**config.mk**
```make
export PLATFORM = sky130hd
export DESIGN_NAME = input_map_and_idle_control
export DESIGN_NICKNAME = d
export VERILOG_FILES = /design/src/design/sync_chain.v /design/src/design/reset_release.v /design/src/design/input_map_and_idle_control.v
export VERILOG_INCLUDE_DIRS = /design/src /design/src/design
export SDC_FILE = /design/constraint.sdc
export NUM_CORES = 1
export LEC_CHECK = 0
export CAP_MARGIN = 0
export CELL_PAD_IN_SITES_DETAIL_PLACEMENT = 0
export CELL_PAD_IN_SITES_GLOBAL_PLACEMENT = 2
export CORE_MARGIN = 5
export CORE_UTILIZATION = 40
export CTS_CLUSTER_DIAMETER = 100
export DETAILED_ROUTE_END_ITERATION = 6
export DONT_BUFFER_PORTS = 1
export HOLD_SLACK_MARGIN = 0.15
export PLACE_DENSITY_LB_ADDON = 0.1
export SLEW_MARGIN = 20
export SYNTH_ARGS = -nofsm -noshare
export SYNTH_HDL_FRONTEND = slang
export SYNTH_SLANG_ARGS = --single-unit
```
**constraint.sdc**
```tcl
create_clock -name core_clk -period 0.84 [get_ports core_clk]
set_input_delay 0.042 -clock core_clk [delete_from_list [all_inputs] [get_ports core_clk]]
set_output_delay 0.042 -clock core_clk [all_outputs]
set_load 0.02 [all_outputs]
```
**src/design/input_map_regs.vh**
```
/*
 * Register offsets, field positions, reset values, mode codes and timing
 * figures for the input mapping and idle control block.
 * Assumes a 32-bit AXI4-Lite slave with one aligned word per register.
 */
`ifndef INPUT_MAP_REGS_VH
`define INPUT_MAP_REGS_VH

// Byte offsets of the register words
`define OFS_OUT_SWITCH 8'h00
`define OFS_MAP_ZERO 8'h04
`define OFS_MAP_ONE 8'h08
`define OFS_INPUT_LEVEL 8'h0c
`define OFS_STATUS 8'h10

// Reset values: input zero drives channel 2, input one drives channel 3
`define OUT_SWITCH_RST 8'h00
`define MAP_ZERO_RST 8'h04
`define MAP_ONE_RST 8'h08

// Status word field positions
`define ST_MODE_LSB 0
`define ST_SERIAL_OK_BIT 2
`define ST_UV_EN_BIT 3
`define ST_CHAN_LSB 8

// Operating mode codes
`define MODE_SLEEP 2'h0
`define MODE_IDLE 2'h1
`define MODE_ACTIVE 2'h2
`define MODE_FALLBACK 2'h3

// AXI response codes
`define RESP_OKAY 2'h0
`define RESP_SLVERR 2'h2

// Clock period and mode wake latency
`define CLK_PERIOD_PS 8000
`define MODE_WAKE_NS 100

`endif

```
**src/design/sync_chain.v**
```verilog
/*
 * Two-stage synchroniser for a group of level inputs.
 * Assumes inputs are quasi-static levels; the first stage feeds only the second.
 */
`timescale 1ns/1ps
module sync_chain #(
    parameter W = 1
) (
    core_clk,
    rst_b,
    din,
    dout
);
    input wire core_clk;
    input wire rst_b;
    input wire [W-1:0] din;
    output reg [W-1:0] dout;

    // First stage, read by the second stage only
    reg [W-1:0] meta_r;

    // Two flops in a row to settle metastability
    always @(posedge core_clk or negedge rst_b) begin
        if (!rst_b) begin
            meta_r <= {W{1'b0}};
            dout <= {W{1'b0}};
        end else begin
            meta_r <= din;
            dout <= meta_r;
        end
    end
endmodule

```
**src/design/reset_release.v**
```verilog
/*
 * Reset generator for the register bank: asserts at once on any low source,
 * releases two clock edges after all sources are high.
 * Assumes core_clk runs while the sources are released.
 */
`timescale 1ns/1ps
module reset_release (
    core_clk,
    arst_b,
    rst_out_b
);
    input wire core_clk;
    input wire arst_b;
    output reg rst_out_b;

    // Release shift stage
    reg stage_r;

    // Assert asynchronously, release on the clock to avoid recovery hazards
    always @(posedge core_clk or negedge arst_b) begin
        if (!arst_b) begin
            stage_r <= 1'b0;
            rst_out_b <= 1'b0;
        end else begin
            stage_r <= 1'b1;
            rst_out_b <= stage_r;
        end
    end
endmodule

```
**src/design/input_map_and_idle_control.v**
```verilog
/*
 * Control logic of an eight-channel low-side switch: input pin mapping,
 * OR with the output switch register, input level monitor, idle pin modes
 * and supply undervoltage gating, with registers on an AXI4-Lite slave.
 * Assumes pins are synchronous levels and the host keeps idle levels stable.
 */
// How it works
// - Reset maps input zero->ch2, input one->ch3
// - Per-input map registers add or replace channels
// - Channel request ORs switch bit and mapped inputs
// - Input level monitor reads current pin levels
// - Monitor stays valid in fallback mode
// - Idle low, input high: fallback, default channels
// - Idle low, inputs low: sleep mode
// - Idle low resets all registers to default
// - Sleep disables both undervoltage detectors
// - Sleep refuses serial access, output disabled
// - Both supplies low: stages, access, registers blocked
// - Digital supply low: access blocked, registers reset
// - Switch-on request wakes to active or fallback
// - Analog undervoltage: on channels hold, no new
`timescale 1ns/1ps
`include "input_map_regs.vh"
module input_map_and_idle_control #(
    parameter NCH = 8,
    parameter WAKE_NS = `MODE_WAKE_NS
) (
    core_clk,
    rst_b,
    parallel_input_pins,
    idle_pin,
    vs_uv,
    vdd_uv,
    channel_on_r,
    mode_r,
    uv_detect_en_r,
    serial_out_en_r,
    s_axi_awaddr,
    s_axi_awvalid,
    s_axi_awready,
    s_axi_wdata,
    s_axi_wstrb,
    s_axi_wvalid,
    s_axi_wready,
    s_axi_bresp,
    s_axi_bvalid,
    s_axi_bready,
    s_axi_araddr,
    s_axi_arvalid,
    s_axi_arready,
    s_axi_rdata,
    s_axi_rresp,
    s_axi_rvalid,
    s_axi_rready
);
    input wire core_clk;
    input wire rst_b;
    input wire [1:0] parallel_input_pins; // Bit 0 input zero, bit 1 input one
    input wire idle_pin; // Low requests sleep or fallback
    input wire vs_uv; // Analog supply below threshold
    input wire vdd_uv; // Digital supply below threshold
    output reg [NCH-1:0] channel_on_r; // Power stage on requests
    output reg [1:0] mode_r; // Current operating mode
    output reg uv_detect_en_r; // Undervoltage detectors enabled
    output reg serial_out_en_r; // Serial output may be driven
    input wire [7:0] s_axi_awaddr;
    input wire s_axi_awvalid;
    output reg s_axi_awready;
    input wire [31:0] s_axi_wdata;
    input wire [3:0] s_axi_wstrb;
    input wire s_axi_wvalid;
    output reg s_axi_wready;
    output reg [1:0] s_axi_bresp;
    output reg s_axi_bvalid;
    input wire s_axi_bready;
    input wire [7:0] s_axi_araddr;
    input wire s_axi_arvalid;
    output reg s_axi_arready;
    output reg [31:0] s_axi_rdata;
    output reg [1:0] s_axi_rresp;
    output reg s_axi_rvalid;
    input wire s_axi_rready;

    // Wake latency rounded up to whole cycles, at least one
    localparam WAKE_RAW = (WAKE_NS * 1000 + `CLK_PERIOD_PS - 1) / `CLK_PERIOD_PS;
    localparam WAKE_CYC = (WAKE_RAW < 1) ? 1 : WAKE_RAW;
    localparam [31:0] WAKE_LAST_W = WAKE_CYC - 1;
    localparam [7:0] WAKE_LAST = WAKE_LAST_W[7:0];
    localparam [1:0] ST_SLEEP = `MODE_SLEEP;
    localparam [1:0] ST_IDLE = `MODE_IDLE;
    localparam [1:0] ST_ACTIVE = `MODE_ACTIVE;
    localparam [1:0] ST_FALLBACK = `MODE_FALLBACK;
    wire [1:0] in_s; // Synchronised input pins
    wire idle_s; // Synchronised idle pin
    wire bank_rst_b; // Register bank reset
    reg [7:0] out_switch_r; // Software switch bits
    reg [7:0] map_zero_r; // Channels driven by input zero
    reg [7:0] map_one_r; // Channels driven by input one
    reg [7:0] wake_cnt_r; // Mode transition latency counter
    reg [1:0] mode_nxt;
    reg [7:0] wake_cnt_nxt;
    reg [NCH-1:0] chan_req; // Channel request before supply gating
    reg [NCH-1:0] channel_on_nxt;
    reg [31:0] rd_word; // Read data mux
    reg rd_err; // Read address unmapped or blocked
    reg [7:0] aw_addr_r; // Captured write address
    reg [31:0] w_data_r; // Captured write data
    reg [3:0] w_strb_r; // Captured byte enables
    reg aw_got_r; // Write address held
    reg w_got_r; // Write data held

    sync_chain #(.W(3)) u_pin_sync (
        .core_clk(core_clk),
        .rst_b(rst_b),
        .din({idle_pin, parallel_input_pins}),
        .dout({idle_s, in_s})
    );
    wire any_in = |in_s;
    // Sleep condition: idle low with both inputs low
    wire sleep_cond = !idle_s && !any_in;
    // Undervoltage flags count only while the detectors run
    wire vdd_uv_m = vdd_uv && uv_detect_en_r;
    wire vs_uv_m = vs_uv && uv_detect_en_r;
    wire both_uv_m = vdd_uv_m && vs_uv_m;
    wire serial_block = sleep_cond || vdd_uv_m || both_uv_m;
    reset_release u_bank_rst (
        .core_clk(core_clk),
        .arst_b(rst_b && !vdd_uv_m && !both_uv_m),
        .rst_out_b(bank_rst_b)
    );
    // OR of switch and mapped inputs
    wire [7:0] active_req = out_switch_r | ({8{in_s[0]}} & map_zero_r) | ({8{in_s[1]}} & map_one_r);
    wire [7:0] fallback_req = ({8{in_s[0]}} & `MAP_ZERO_RST) | ({8{in_s[1]}} & `MAP_ONE_RST);
    wire want_on = |active_req;

    // Mode selection; only entries from sleep or idle wait for wake latency
    always @* begin
        mode_nxt = mode_r;
        wake_cnt_nxt = 8'h00;
        if (!idle_s) begin
            if (any_in) begin
                if (mode_r == ST_SLEEP || mode_r == ST_IDLE) begin
                    if (wake_cnt_r == WAKE_LAST) begin
                        mode_nxt = ST_FALLBACK;
                    end else begin
                        wake_cnt_nxt = wake_cnt_r + 8'h01;
                    end
                end else begin
                    mode_nxt = ST_FALLBACK;
                end
            end else begin
                mode_nxt = ST_SLEEP;
            end
        end else begin
            case (mode_r)
                // Active holds while idle stays high
                ST_ACTIVE: mode_nxt = ST_ACTIVE;
                ST_SLEEP, ST_IDLE: begin
                    if (want_on) begin
                        if (wake_cnt_r == WAKE_LAST) begin
                            mode_nxt = ST_ACTIVE;
                        end else begin
                            wake_cnt_nxt = wake_cnt_r + 8'h01;
                        end
                    end else begin
                        mode_nxt = ST_IDLE;
                    end
                end
                // Idle released: back to normal control
                ST_FALLBACK: mode_nxt = want_on ? ST_ACTIVE : ST_IDLE;
                default: mode_nxt = ST_SLEEP;
            endcase
        end
    end

    // Channel requests per mode and supply gating of the power stages
    always @* begin
        case (mode_r)
            ST_ACTIVE: chan_req = active_req[NCH-1:0];
            ST_FALLBACK: chan_req = fallback_req[NCH-1:0];
            default: chan_req = {NCH{1'b0}};
        endcase
        if (both_uv_m) begin
            channel_on_nxt = {NCH{1'b0}};
        end else if (vs_uv_m) begin
            channel_on_nxt = chan_req & channel_on_r;
        end else begin
            channel_on_nxt = chan_req;
        end
    end

    // Mode, channel and supervision flops; outputs come from here
    always @(posedge core_clk or negedge rst_b) begin
        if (!rst_b) begin
            mode_r <= ST_SLEEP;
            wake_cnt_r <= 8'h00;
            channel_on_r <= {NCH{1'b0}};
            uv_detect_en_r <= 1'b0;
            serial_out_en_r <= 1'b0;
        end else begin
            mode_r <= mode_nxt;
            wake_cnt_r <= wake_cnt_nxt;
            channel_on_r <= channel_on_nxt;
            uv_detect_en_r <= !sleep_cond;
            serial_out_en_r <= !serial_block;
        end
    end

    // Write path accepts address and data in either order
    wire aw_hs = s_axi_awvalid && s_axi_awready;
    wire w_hs = s_axi_wvalid && s_axi_wready;
    wire wr_go = aw_got_r && w_got_r && !s_axi_bvalid;
    wire wr_hit = (aw_addr_r == `OFS_OUT_SWITCH) || (aw_addr_r == `OFS_MAP_ZERO) || (aw_addr_r == `OFS_MAP_ONE);
    wire wr_ok = wr_go && wr_hit && !serial_block && w_strb_r[0];

    // AXI write handshake state
    always @(posedge core_clk or negedge rst_b) begin
        if (!rst_b) begin
            s_axi_awready <= 1'b1;
            s_axi_wready <= 1'b1;
            s_axi_bvalid <= 1'b0;
            s_axi_bresp <= `RESP_OKAY;
            aw_got_r <= 1'b0;
            w_got_r <= 1'b0;
            aw_addr_r <= 8'h00;
            w_data_r <= 32'h00000000;
            w_strb_r <= 4'h0;
        end else begin
            if (aw_hs) begin
                aw_got_r <= 1'b1;
                aw_addr_r <= {s_axi_awaddr[7:2], 2'b00};
                s_axi_awready <= 1'b0;
            end
            if (w_hs) begin
                w_got_r <= 1'b1;
                w_data_r <= s_axi_wdata;
                w_strb_r <= s_axi_wstrb;
                s_axi_wready <= 1'b0;
            end
            if (wr_go) begin
                // Unmapped or blocked writes still answer, with an error code
                aw_got_r <= 1'b0;
                w_got_r <= 1'b0;
                s_axi_bvalid <= 1'b1;
                s_axi_bresp <= (wr_hit && !serial_block) ? `RESP_OKAY : `RESP_SLVERR;
            end
            if (s_axi_bvalid && s_axi_bready) begin
                s_axi_bvalid <= 1'b0;
                s_axi_awready <= 1'b1;
                s_axi_wready <= 1'b1;
            end
        end
    end

    // Register bank; idle low or digital undervoltage returns it to defaults
    always @(posedge core_clk or negedge bank_rst_b) begin
        if (!bank_rst_b) begin
            out_switch_r <= `OUT_SWITCH_RST;
            map_zero_r <= `MAP_ZERO_RST;
            map_one_r <= `MAP_ONE_RST;
        end else if (!idle_s) begin
            out_switch_r <= `OUT_SWITCH_RST;
            map_zero_r <= `MAP_ZERO_RST;
            map_one_r <= `MAP_ONE_RST;
        end else if (wr_ok) begin
            case (aw_addr_r)
                `OFS_OUT_SWITCH: out_switch_r <= w_data_r[7:0];
                `OFS_MAP_ZERO: map_zero_r <= w_data_r[7:0];
                `OFS_MAP_ONE: map_one_r <= w_data_r[7:0];
                default: out_switch_r <= out_switch_r;
            endcase
        end
    end

    // Read decode; byte lane 0 holds data, status also has channels in lane 1; other bits read zero
    always @* begin
        rd_word = 32'h00000000;
        rd_err = 1'b0;
        case ({s_axi_araddr[7:2], 2'b00})
            `OFS_OUT_SWITCH: rd_word[7:0] = out_switch_r;
            `OFS_MAP_ZERO: rd_word[7:0] = map_zero_r;
            `OFS_MAP_ONE: rd_word[7:0] = map_one_r;
            `OFS_INPUT_LEVEL: rd_word[1:0] = in_s;
            `OFS_STATUS: begin
                rd_word[`ST_MODE_LSB+1:`ST_MODE_LSB] = mode_r;
                rd_word[`ST_SERIAL_OK_BIT] = serial_out_en_r;
                rd_word[`ST_UV_EN_BIT] = uv_detect_en_r;
                rd_word[`ST_CHAN_LSB+NCH-1:`ST_CHAN_LSB] = channel_on_r;
            end
            default: rd_err = 1'b1;
        endcase
        if (serial_block) begin
            rd_word = 32'h00000000;
            rd_err = 1'b1;
        end
    end

    // AXI read handshake: data one cycle after address is taken
    always @(posedge core_clk or negedge rst_b) begin
        if (!rst_b) begin
            s_axi_arready <= 1'b1;
            s_axi_rvalid <= 1'b0;
            s_axi_rdata <= 32'h00000000;
            s_axi_rresp <= `RESP_OKAY;
        end else begin
            if (s_axi_arvalid && s_axi_arready) begin
                s_axi_arready <= 1'b0;
                s_axi_rvalid <= 1'b1;
                s_axi_rdata <= rd_word;
                s_axi_rresp <= rd_err ? `RESP_SLVERR : `RESP_OKAY;
            end
            if (s_axi_rvalid && s_axi_rready) begin
                s_axi_rvalid <= 1'b0;
                s_axi_arready <= 1'b1;
            end
        end
    end
endmodule

```
## After elaboration in Yosys (flattened, before gate mapping)

Index checks and enable logic that the tools add are counted.

- Bitwise logic cells: 6
- Reduce and logical (&&, ||, !) cells: 46
- Muxes and demuxes: 49
- Add/sub/neg operators: 1
- Equal/unequal tests: 16

Operators by type and width:

| operator | number |
|---|---|
| two-way mux 8 bit | 18 |
| AND 8 bit | 3 |
| == test 6 x 2 -> 1 bit, second input constant | 3 |
| two-way mux 2 bit | 9 |
| logical AND 1 bit | 17 |
| two-way mux 1 bit | 16 |
| two-way mux 16 bit | 1 |
| OR 8 bit | 2 |
| case mux 8 bit (2 select lines) | 1 |
| == test 6 x 1 -> 1 bit, second input constant | 2 |
| case mux 4 bit (3 select lines) | 1 |
| nonzero test 2 bit | 6 |
| case mux 2 bit (5 select lines) | 1 |
| adder 8 x 1 -> 8 bit, second input constant | 1 |
| == test 8 x 4 -> 1 bit, second input constant | 1 |
| logical NOT 8 bit | 1 |
| != test 2 bit, second input constant | 4 |
| case mux 2 bit (4 select lines) | 1 |
| AND reduction 2 bit | 4 |
| OR reduction 8 bit | 1 |
| logical NOT 1 bit | 7 |
| == test 6 x 3 -> 1 bit, second input constant | 1 |
| logical NOT 6 bit | 1 |
| case mux 2 bit (3 select lines) | 1 |
| other kinds (9) | 15 |

- Flip-flop bits (word level): 110
- Output and inout port bits: 53

## Longest topological paths before layout

- Depth in word-level cells: 10
- Gate-level depth with buffers: 7

## Hierarchy

A second synthesis with hierarchy kept.

- Cell total of the unflattened synthesis: 365
- Area total of the unflattened synthesis: 4186.5 um2

By module, submodules not included:

| module | instances | area each (um2) | cells each |
|---|---|---|---|
| input_map_and_idle_control | 1 | 3982.6 | 356 |
| sync_chain | 1 | 150.1 | 6 |
| reset_release | 1 | 53.8 | 3 |

## Worst setup path before layout

Ideal clock, no wire load.

- Path kind: register -> register
- Start: reg u_pin_sync.dout[1]
- End: reg mode_r[1]
- Path buffers: 1
- Slack: -795 ps
- Setup time: 119 ps
- Clock period less this slack: 1635 ps
- Stages on the path, launching flop included: 6
- Arrival: 1516 ps
- Path through: dfrtp_1 > buf_6 > a221oi_1 > nand4_2 > o31a_2 > o21a_1

- Word-level cells in the longest chain between the ends: 6

RTL lines:

| element | RTL line | text |
|---|---|---|
| from (decl) | sync_chain.v:17 | `output reg [W-1:0] dout;` |
| from (signal assigned) | sync_chain.v:26 | `dout <= {W{1'b0}};` |
| from (signal assigned) | sync_chain.v:29 | `dout <= meta_r;` |
| AND 8 bit | input_map_and_idle_control.v:132 | `wire [7:0] active_req = out_switch_r \| ({8{in_s[0]}} & map_zero_r) \| ({8{in_s[1]}} & map_one_r);` |
| OR 8 bit | input_map_and_idle_control.v:132 |  |
| OR reduction 8 bit | input_map_and_idle_control.v:134 | `wire want_on = \|active_req;` |
| two-way mux 2 bit, on equally long branches | input_map_and_idle_control.v:170, input_map_and_idle_control.v:159 |  |
| case mux 2 bit (3 select lines) | input_map_and_idle_control.v:155 | `case (mode_r)` |
| two-way mux 2 bit | input_map_and_idle_control.v:140 | `if (!idle_s) begin` |
| to (signal assigned) | input_map_and_idle_control.v:201 | `mode_r <= mode_nxt;` |
| to (decl) | input_map_and_idle_control.v:63 | `output reg [1:0] mode_r;` |

Parallel ways exist; a longest one is shown, timed or not.
A chain may end at the register's enable or synchronous reset.

## Worst setup path in the final report

- Start: reg u_pin_sync.dout[0]
- End: reg mode_r[0]

- Word-level cells in the longest chain between the ends: 7

RTL lines:

| element | RTL line |
|---|---|
| AND 8 bit | input_map_and_idle_control.v:132 |
| OR 8 bit (2 in a row) | input_map_and_idle_control.v:132 |
| OR reduction 8 bit | input_map_and_idle_control.v:134 |
| two-way mux 2 bit, on equally long branches | input_map_and_idle_control.v:170, input_map_and_idle_control.v:159 |
| case mux 2 bit (3 select lines) | input_map_and_idle_control.v:155 |
| two-way mux 2 bit | input_map_and_idle_control.v:140 |

Parallel ways exist; a longest one is shown, timed or not.

==> flow_summary.html <==
<table>
<tr><th>Metric</th><th>Value</th></tr>
<tr><th colspan="2">Timing</th></tr>
<tr><td>RSZ-0062 raised after global routing</td><td>yes</td></tr>
<tr><td>Slew Viols, Final</td><td>0</td></tr>
<tr><td>Highest Clock Rate</td><td>0.586 GHz</td></tr>
<tr><td>Hold violation count in the final report</td><td>68</td></tr>
<tr><td>Part of the cycle the worst path needs</td><td>203%</td></tr>
<tr><td>Fin worst setup slack</td><td>-0.866 ns</td></tr>
<tr><td>Min Clock Period, post-route</td><td>1.71 ns</td></tr>
<tr><td>Min Hold Slack</td><td>-0.641 ns</td></tr>
<tr><td>Worst setup skew after layout</td><td>0.0106 ns</td></tr>
<tr><td>Final TNS setup</td><td>-51.89 ns</td></tr>
<tr><td>Setup violators final</td><td>119</td></tr>
<tr><th colspan="2">Global routing</th></tr>
<tr><td>Antenna violations before repair</td><td>0</td></tr>
<tr><td>Congestion Overflow GR</td><td>0</td></tr>
<tr><td>First-pass GRT wire length</td><td>17.7 mm</td></tr>
<tr><td>Global routing usage summed across all routing layers</td><td>17.3%</td></tr>
<tr><td>Via count of the first global-routing pass</td><td>3426</td></tr>
<tr><td>Maximum number of pins on one net before global-route repair</td><td>68</td></tr>
<tr><th colspan="2">Power</th></tr>
<tr><td>Sequential power share</td><td>47.0%</td></tr>
<tr><td>Standby leakage power</td><td>2.88 nW</td></tr>
<tr><td>Combinational Power Share</td><td>27.8%</td></tr>
<tr><td>Worst vdd ir</td><td>1.33 mV</td></tr>
<tr><td>Part of the power in the clock network</td><td>25.2%</td></tr>
<tr><td>Power density normalized to cell area</td><td>1910 nW/um2</td></tr>
<tr><td>Total internal power</td><td>0.00827 W</td></tr>
<tr><td>Switching Share</td><td>31.6%</td></tr>
<tr><td>Power dissipated by switching net loads</td><td>0.00382 W</td></tr>
<tr><th colspan="2">Layout</th></tr>
<tr><td>Number of fill cells in the layout</td><td>851</td></tr>
<tr><td>Fraction of final layout cells with drive strength greater than 1</td><td>44.1%</td></tr>
<tr><td>Util after Layout</td><td>61.6%</td></tr>
<tr><td>Footprint of the flip-flops and latches</td><td>2310 um2</td></tr>
<tr><td>Commonest cells after routing, fill and taps aside</td><td>buf_4 (89), dfrtp_1 (83), buf_6 (49), nand2_1 (39), dlygate4sd3_1 (25)</td></tr>
<tr><td>Most common cell after layout, fill and taps aside</td><td>buf_4</td></tr>
<tr><td>Number of antenna diodes</td><td>0</td></tr>
<tr><td>Post-synthesis to final-layout area growth</td><td>51.6%</td></tr>
<tr><td>Layout net count</td><td>601</td></tr>
<tr><td>Combined area of the multi-input logic cells</td><td>1990 um2</td></tr>
<tr><td>Number of non-filler instances in the completed layout</td><td>676</td></tr>
<tr><th colspan="2">Place</th></tr>
<tr><td>Number of buffer cells added on primary ports</td><td>0</td></tr>
<tr><td>RD Place Congestion</td><td>0.828</td></tr>
<tr><td>Placed Cells</td><td>601</td></tr>
<tr><td>Sum of net half-perimeters after detailed placement</td><td>7.80 mm</td></tr>
<tr><th colspan="2">Logic synthesis</th></tr>
<tr><td>Multiplexer share of the synthesized area</td><td>11.0%</td></tr>
<tr><td>Post-synth EDFFs</td><td>0</td></tr>
<tr><td>Predominant post-synthesis flop cell</td><td>dfrtp_1</td></tr>
<tr><td>Fraction of the mapped netlist area in simple logic gates</td><td>14.3%</td></tr>
<tr><td>Share of synthesized cell area in full adder, half adder and majority cells</td><td>0.599%</td></tr>
<tr><td>Seq/Total Area, Yosys</td><td>55.3%</td></tr>
<tr><td>Post-synth ARST share</td><td>100%</td></tr>
<tr><td>Number of instances in the synthesized netlist</td><td>365</td></tr>
<tr><td>Yosys cell types</td><td>52</td></tr>
<tr><td>Compound-Gate Fraction of Synth Area</td><td>11.8%</td></tr>
<tr><td>Dominant combinational cell family by area after synthesis</td><td>simple AND/OR/NAND/NOR gates</td></tr>
<tr><td>Mapped Area</td><td>4180 um2</td></tr>
<tr><td>Flop and latch count out of synthesis</td><td>92</td></tr>
<tr><td>Xor/xnor share of the synthesized area</td><td>1.26%</td></tr>
<tr><td>Mean Syn Cell Area</td><td>11.4 um2</td></tr>
<tr><td>Synth Warn #</td><td>0</td></tr>
<tr><th colspan="2">Drt</th></tr>
<tr><td>Average wire length per cell after detail routing</td><td>15.7 um</td></tr>
<tr><td>DR vias/cell</td><td>4.90</td></tr>
<tr><td>Via count of the routed design</td><td>3313</td></tr>
<tr><td>Number of DRC violations after detailed-routing iteration 0</td><td>123</td></tr>
<tr><td>Post-detailed-routing wire length</td><td>10.6 mm</td></tr>
<tr><td>Post-route ant nets</td><td>0</td></tr>
<tr><td>DRC violation count after routing</td><td>0</td></tr>
<tr><td>Number of detailed-routing iterations run before antenna repair</td><td>4</td></tr>
<tr><th colspan="2">Critical path</th></tr>
<tr><td>Slowest library cell on the worst path</td><td>dfrtp_1</td></tr>
<tr><td>Element type at the critical path end</td><td>flop</td></tr>
<tr><td>Reg2reg path depth</td><td>6</td></tr>
<tr><td>Largest stage delay on the critical path</td><td>0.41 ns</td></tr>
<tr><td>Startpoint class of the critical path</td><td>flop</td></tr>
<tr><td>Slack of the worst reg-to-reg path</td><td>-0.87 ns</td></tr>
<tr><td>Required time at the endpoint of the critical path</td><td>1.09 ns</td></tr>
<tr><td>Number of buffer and inverter stages on the critical path</td><td>2</td></tr>
<tr><td>Worst reg2reg path endpoint</td><td>mode_r[0]</td></tr>
<tr><td>Path type of the worst setup path</td><td>reg -&gt; reg</td></tr>
<tr><td>Critical Path, Cell by Cell</td><td>buf_12, a221oi_4, nand4_1, buf_6, or3_1, o311ai_1</td></tr>
<tr><td>Dominant delay contributor by cell family on the critical path</td><td>simple AND/OR/NAND/NOR gates</td></tr>
<tr><td>Startpoint of the lowest-slack register-to-register path</td><td>u_pin_sync.dout[0]</td></tr>
<tr><td>Arrival time of the worst setup path</td><td>1.96 ns</td></tr>
<tr><td>Maximum fanout count along the critical path</td><td>10</td></tr>
<tr><th colspan="2">CTS</th></tr>
<tr><td>CTS sink cnt</td><td>92</td></tr>
<tr><td>Root buffer selected by CTS</td><td>clkbuf_8</td></tr>
<tr><td>CTS Hold Buffers Added</td><td>26</td></tr>
<tr><td>Clk_lat worst skew</td><td>0.36 ns</td></tr>
<tr><td>Clock Pin Slew Worst Setup and Hold Paths</td><td>0.10 ns</td></tr>
<tr><td>Clock tree from TritonCTS</td><td>yes</td></tr>
<tr><td>Cts bufs inserted</td><td>9</td></tr>
<tr><td>Max Root-Sink Buffers</td><td>2</td></tr>
<tr><td>CTS H-tree depth</td><td>3</td></tr>
<tr><th colspan="2">Outcome</th></tr>
<tr><td>Run status</td><td>complete, but fails checks</td></tr>
<tr><td>Violations in the final reports</td><td>negative hold slack, negative setup slack</td></tr>
<tr><th colspan="2">Floorplanning</th></tr>
<tr><td>Boundary pin count</td><td>117</td></tr>
<tr><td>DIE AREA</td><td>12600 um2</td></tr>
<tr><td>Std-Cell Rows</td><td>37</td></tr>
<tr><td>Placeable core region</td><td>10300 um2</td></tr>
<tr><td>Chip Width</td><td>112 um</td></tr>
<tr><td>Effective utilization at floorplan</td><td>40.6%</td></tr>
<tr><td>DIE HEIGHT</td><td>112 um</td></tr>
<tr><th colspan="2">Min path</th></tr>
<tr><td>HP Class</td><td>in -&gt; async</td></tr>
<tr><th colspan="2">Job</th></tr>
<tr><td>Number of max-cap violations</td><td>0</td></tr>
</table>
==> power by group through the flow <==
| stage | clock [W] | combinational, W | sequential (W) |
|---|---|---|---|
| floorplan | 0 | 0.00149 | 0.00592 |
| global placement | 0 | 0.00275 | 0.00572 |
| detailed placement | 0 | 0.00279 | 0.00574 |
| CTS | 0.00313 | 0.00324 | 0.00568 |
| global route | 0.00334 | 0.00365 | 0.00577 |
| finish | 0.00304 | 0.00336 | 0.00568 |
==> worst register-to-register path, cell delays in order, from the launching register on <==
cell      delay (ns)
dfrtp_1         0.41
buf_12          0.16
a221oi_4        0.30
nand4_1         0.13
buf_6           0.16
or3_1           0.34
o311ai_1        0.09
==> stage by stage <==
step	setup WS [ns]	total power [W]	cell area, um2	hold slack [ns]
6_report	-0.866	0.0121	6330	-0.641
5_1_grt	-0.928	0.0128	6330	-0.670
4_1_cts	-0.861	0.0120	6180	-0.654
3_5_place_dp	-0.930	0.00854	5280	-0.251
3_3_place_gp	-0.872	0.00846	5280	-0.251
2_1_floorplan	-0.753	0.00741	4430	-0.254
==> kinds of logic after synthesis <==
logic type | count (synthesis)
buffers and inverters | 38
adder cells (fa/ha/maj) | 2
AND/OR/NAND/NOR | 114
other | 2
flip-flops | 92
XOR/XNOR | 6
AO/OA/AOI/OAI | 70
multiplexers | 41
==> how the worst max path moves through the flow <==
stage	startpoint	endpoint	slack, ns	depth (start not counted)
after floorplan	s_axi_bvalid	out_switch_r[0]	-0.75	4
after global placement	u_pin_sync.dout[0]	mode_r[1]	-0.87	5
after detailed placement	u_pin_sync.dout[0]	mode_r[1]	-0.93	5
after CTS	u_pin_sync.dout[1]	mode_r[0]	-0.86	5
after global routing	u_pin_sync.dout[1]	mode_r[0]	-0.93	6
final	u_pin_sync.dout[0]	mode_r[0]	-0.87	6
==> cell type report <==
class | instances | area share (%)
flip-flops and latches | 92 | 36.5
multi-input cells | 252 | 31.4
inverters | 9 | 0.612
well taps | 136 | 2.69
repair buffers | 171 | 25.6
clock buffers | 9 | 1.96
clock inverters | 7 | 1.17
==> Yosys cell counts, types with 3 or more instances <==
master	instances	share of area (%)
o21ai_0	19	2.3
mux2_2	16	4.3
and2_1	3	0.45
a22o_1	16	3.4
mux2i_1	23	5.5
dfrtp_1	87	52
dfstp_2	5	3.1
a31oi_1	3	0.45
a221oi_1	7	1.5
nand4_1	4	0.60
nand3_1	13	1.6
buf_4	18	3.2
a21oi_1	12	1.4
xor2_1	5	1.0
clkbuf_1	5	0.45
buf_6	3	0.81
nor2_1	15	1.3
nor3_1	15	1.8
nor2b_1	4	0.60
inv_1	7	0.63
nand2_1	43	3.9
==> state kept, by name, indices dropped and copies added (netlist names), 2 cells and up <==
register           cells
aw_addr_r              6
wake_cnt_r             8
map_zero_r             8
out_switch_r           8
u_pin_sync.dout        3
mode_r                 2
s_axi_rdata           16
channel_on_r           8
w_data_r               8
u_pin_sync.meta_r      3
map_one_r              8
==> what timing repair did <==
action,in CTS,in global routing
setup buffers,25,9
pin swaps,13,19
cloned,0,0
setup endpoints to repair,119,119
hold endpoints to repair,120,85
gates resized for setup,78,16
==> per-layer routing <==
metal / up-vias / share of wire [%] / global-route usage (%)
met4: 0 / 1.3 / 4.97
met5: - / 0 / 0
met3: 11 / 4.6 / 3.67
met1: 1595 / 47 / 24.5
li1: 1634 / - / -
met2: 73 / 47 / 27.1
(Power assumes the default switching activity.)
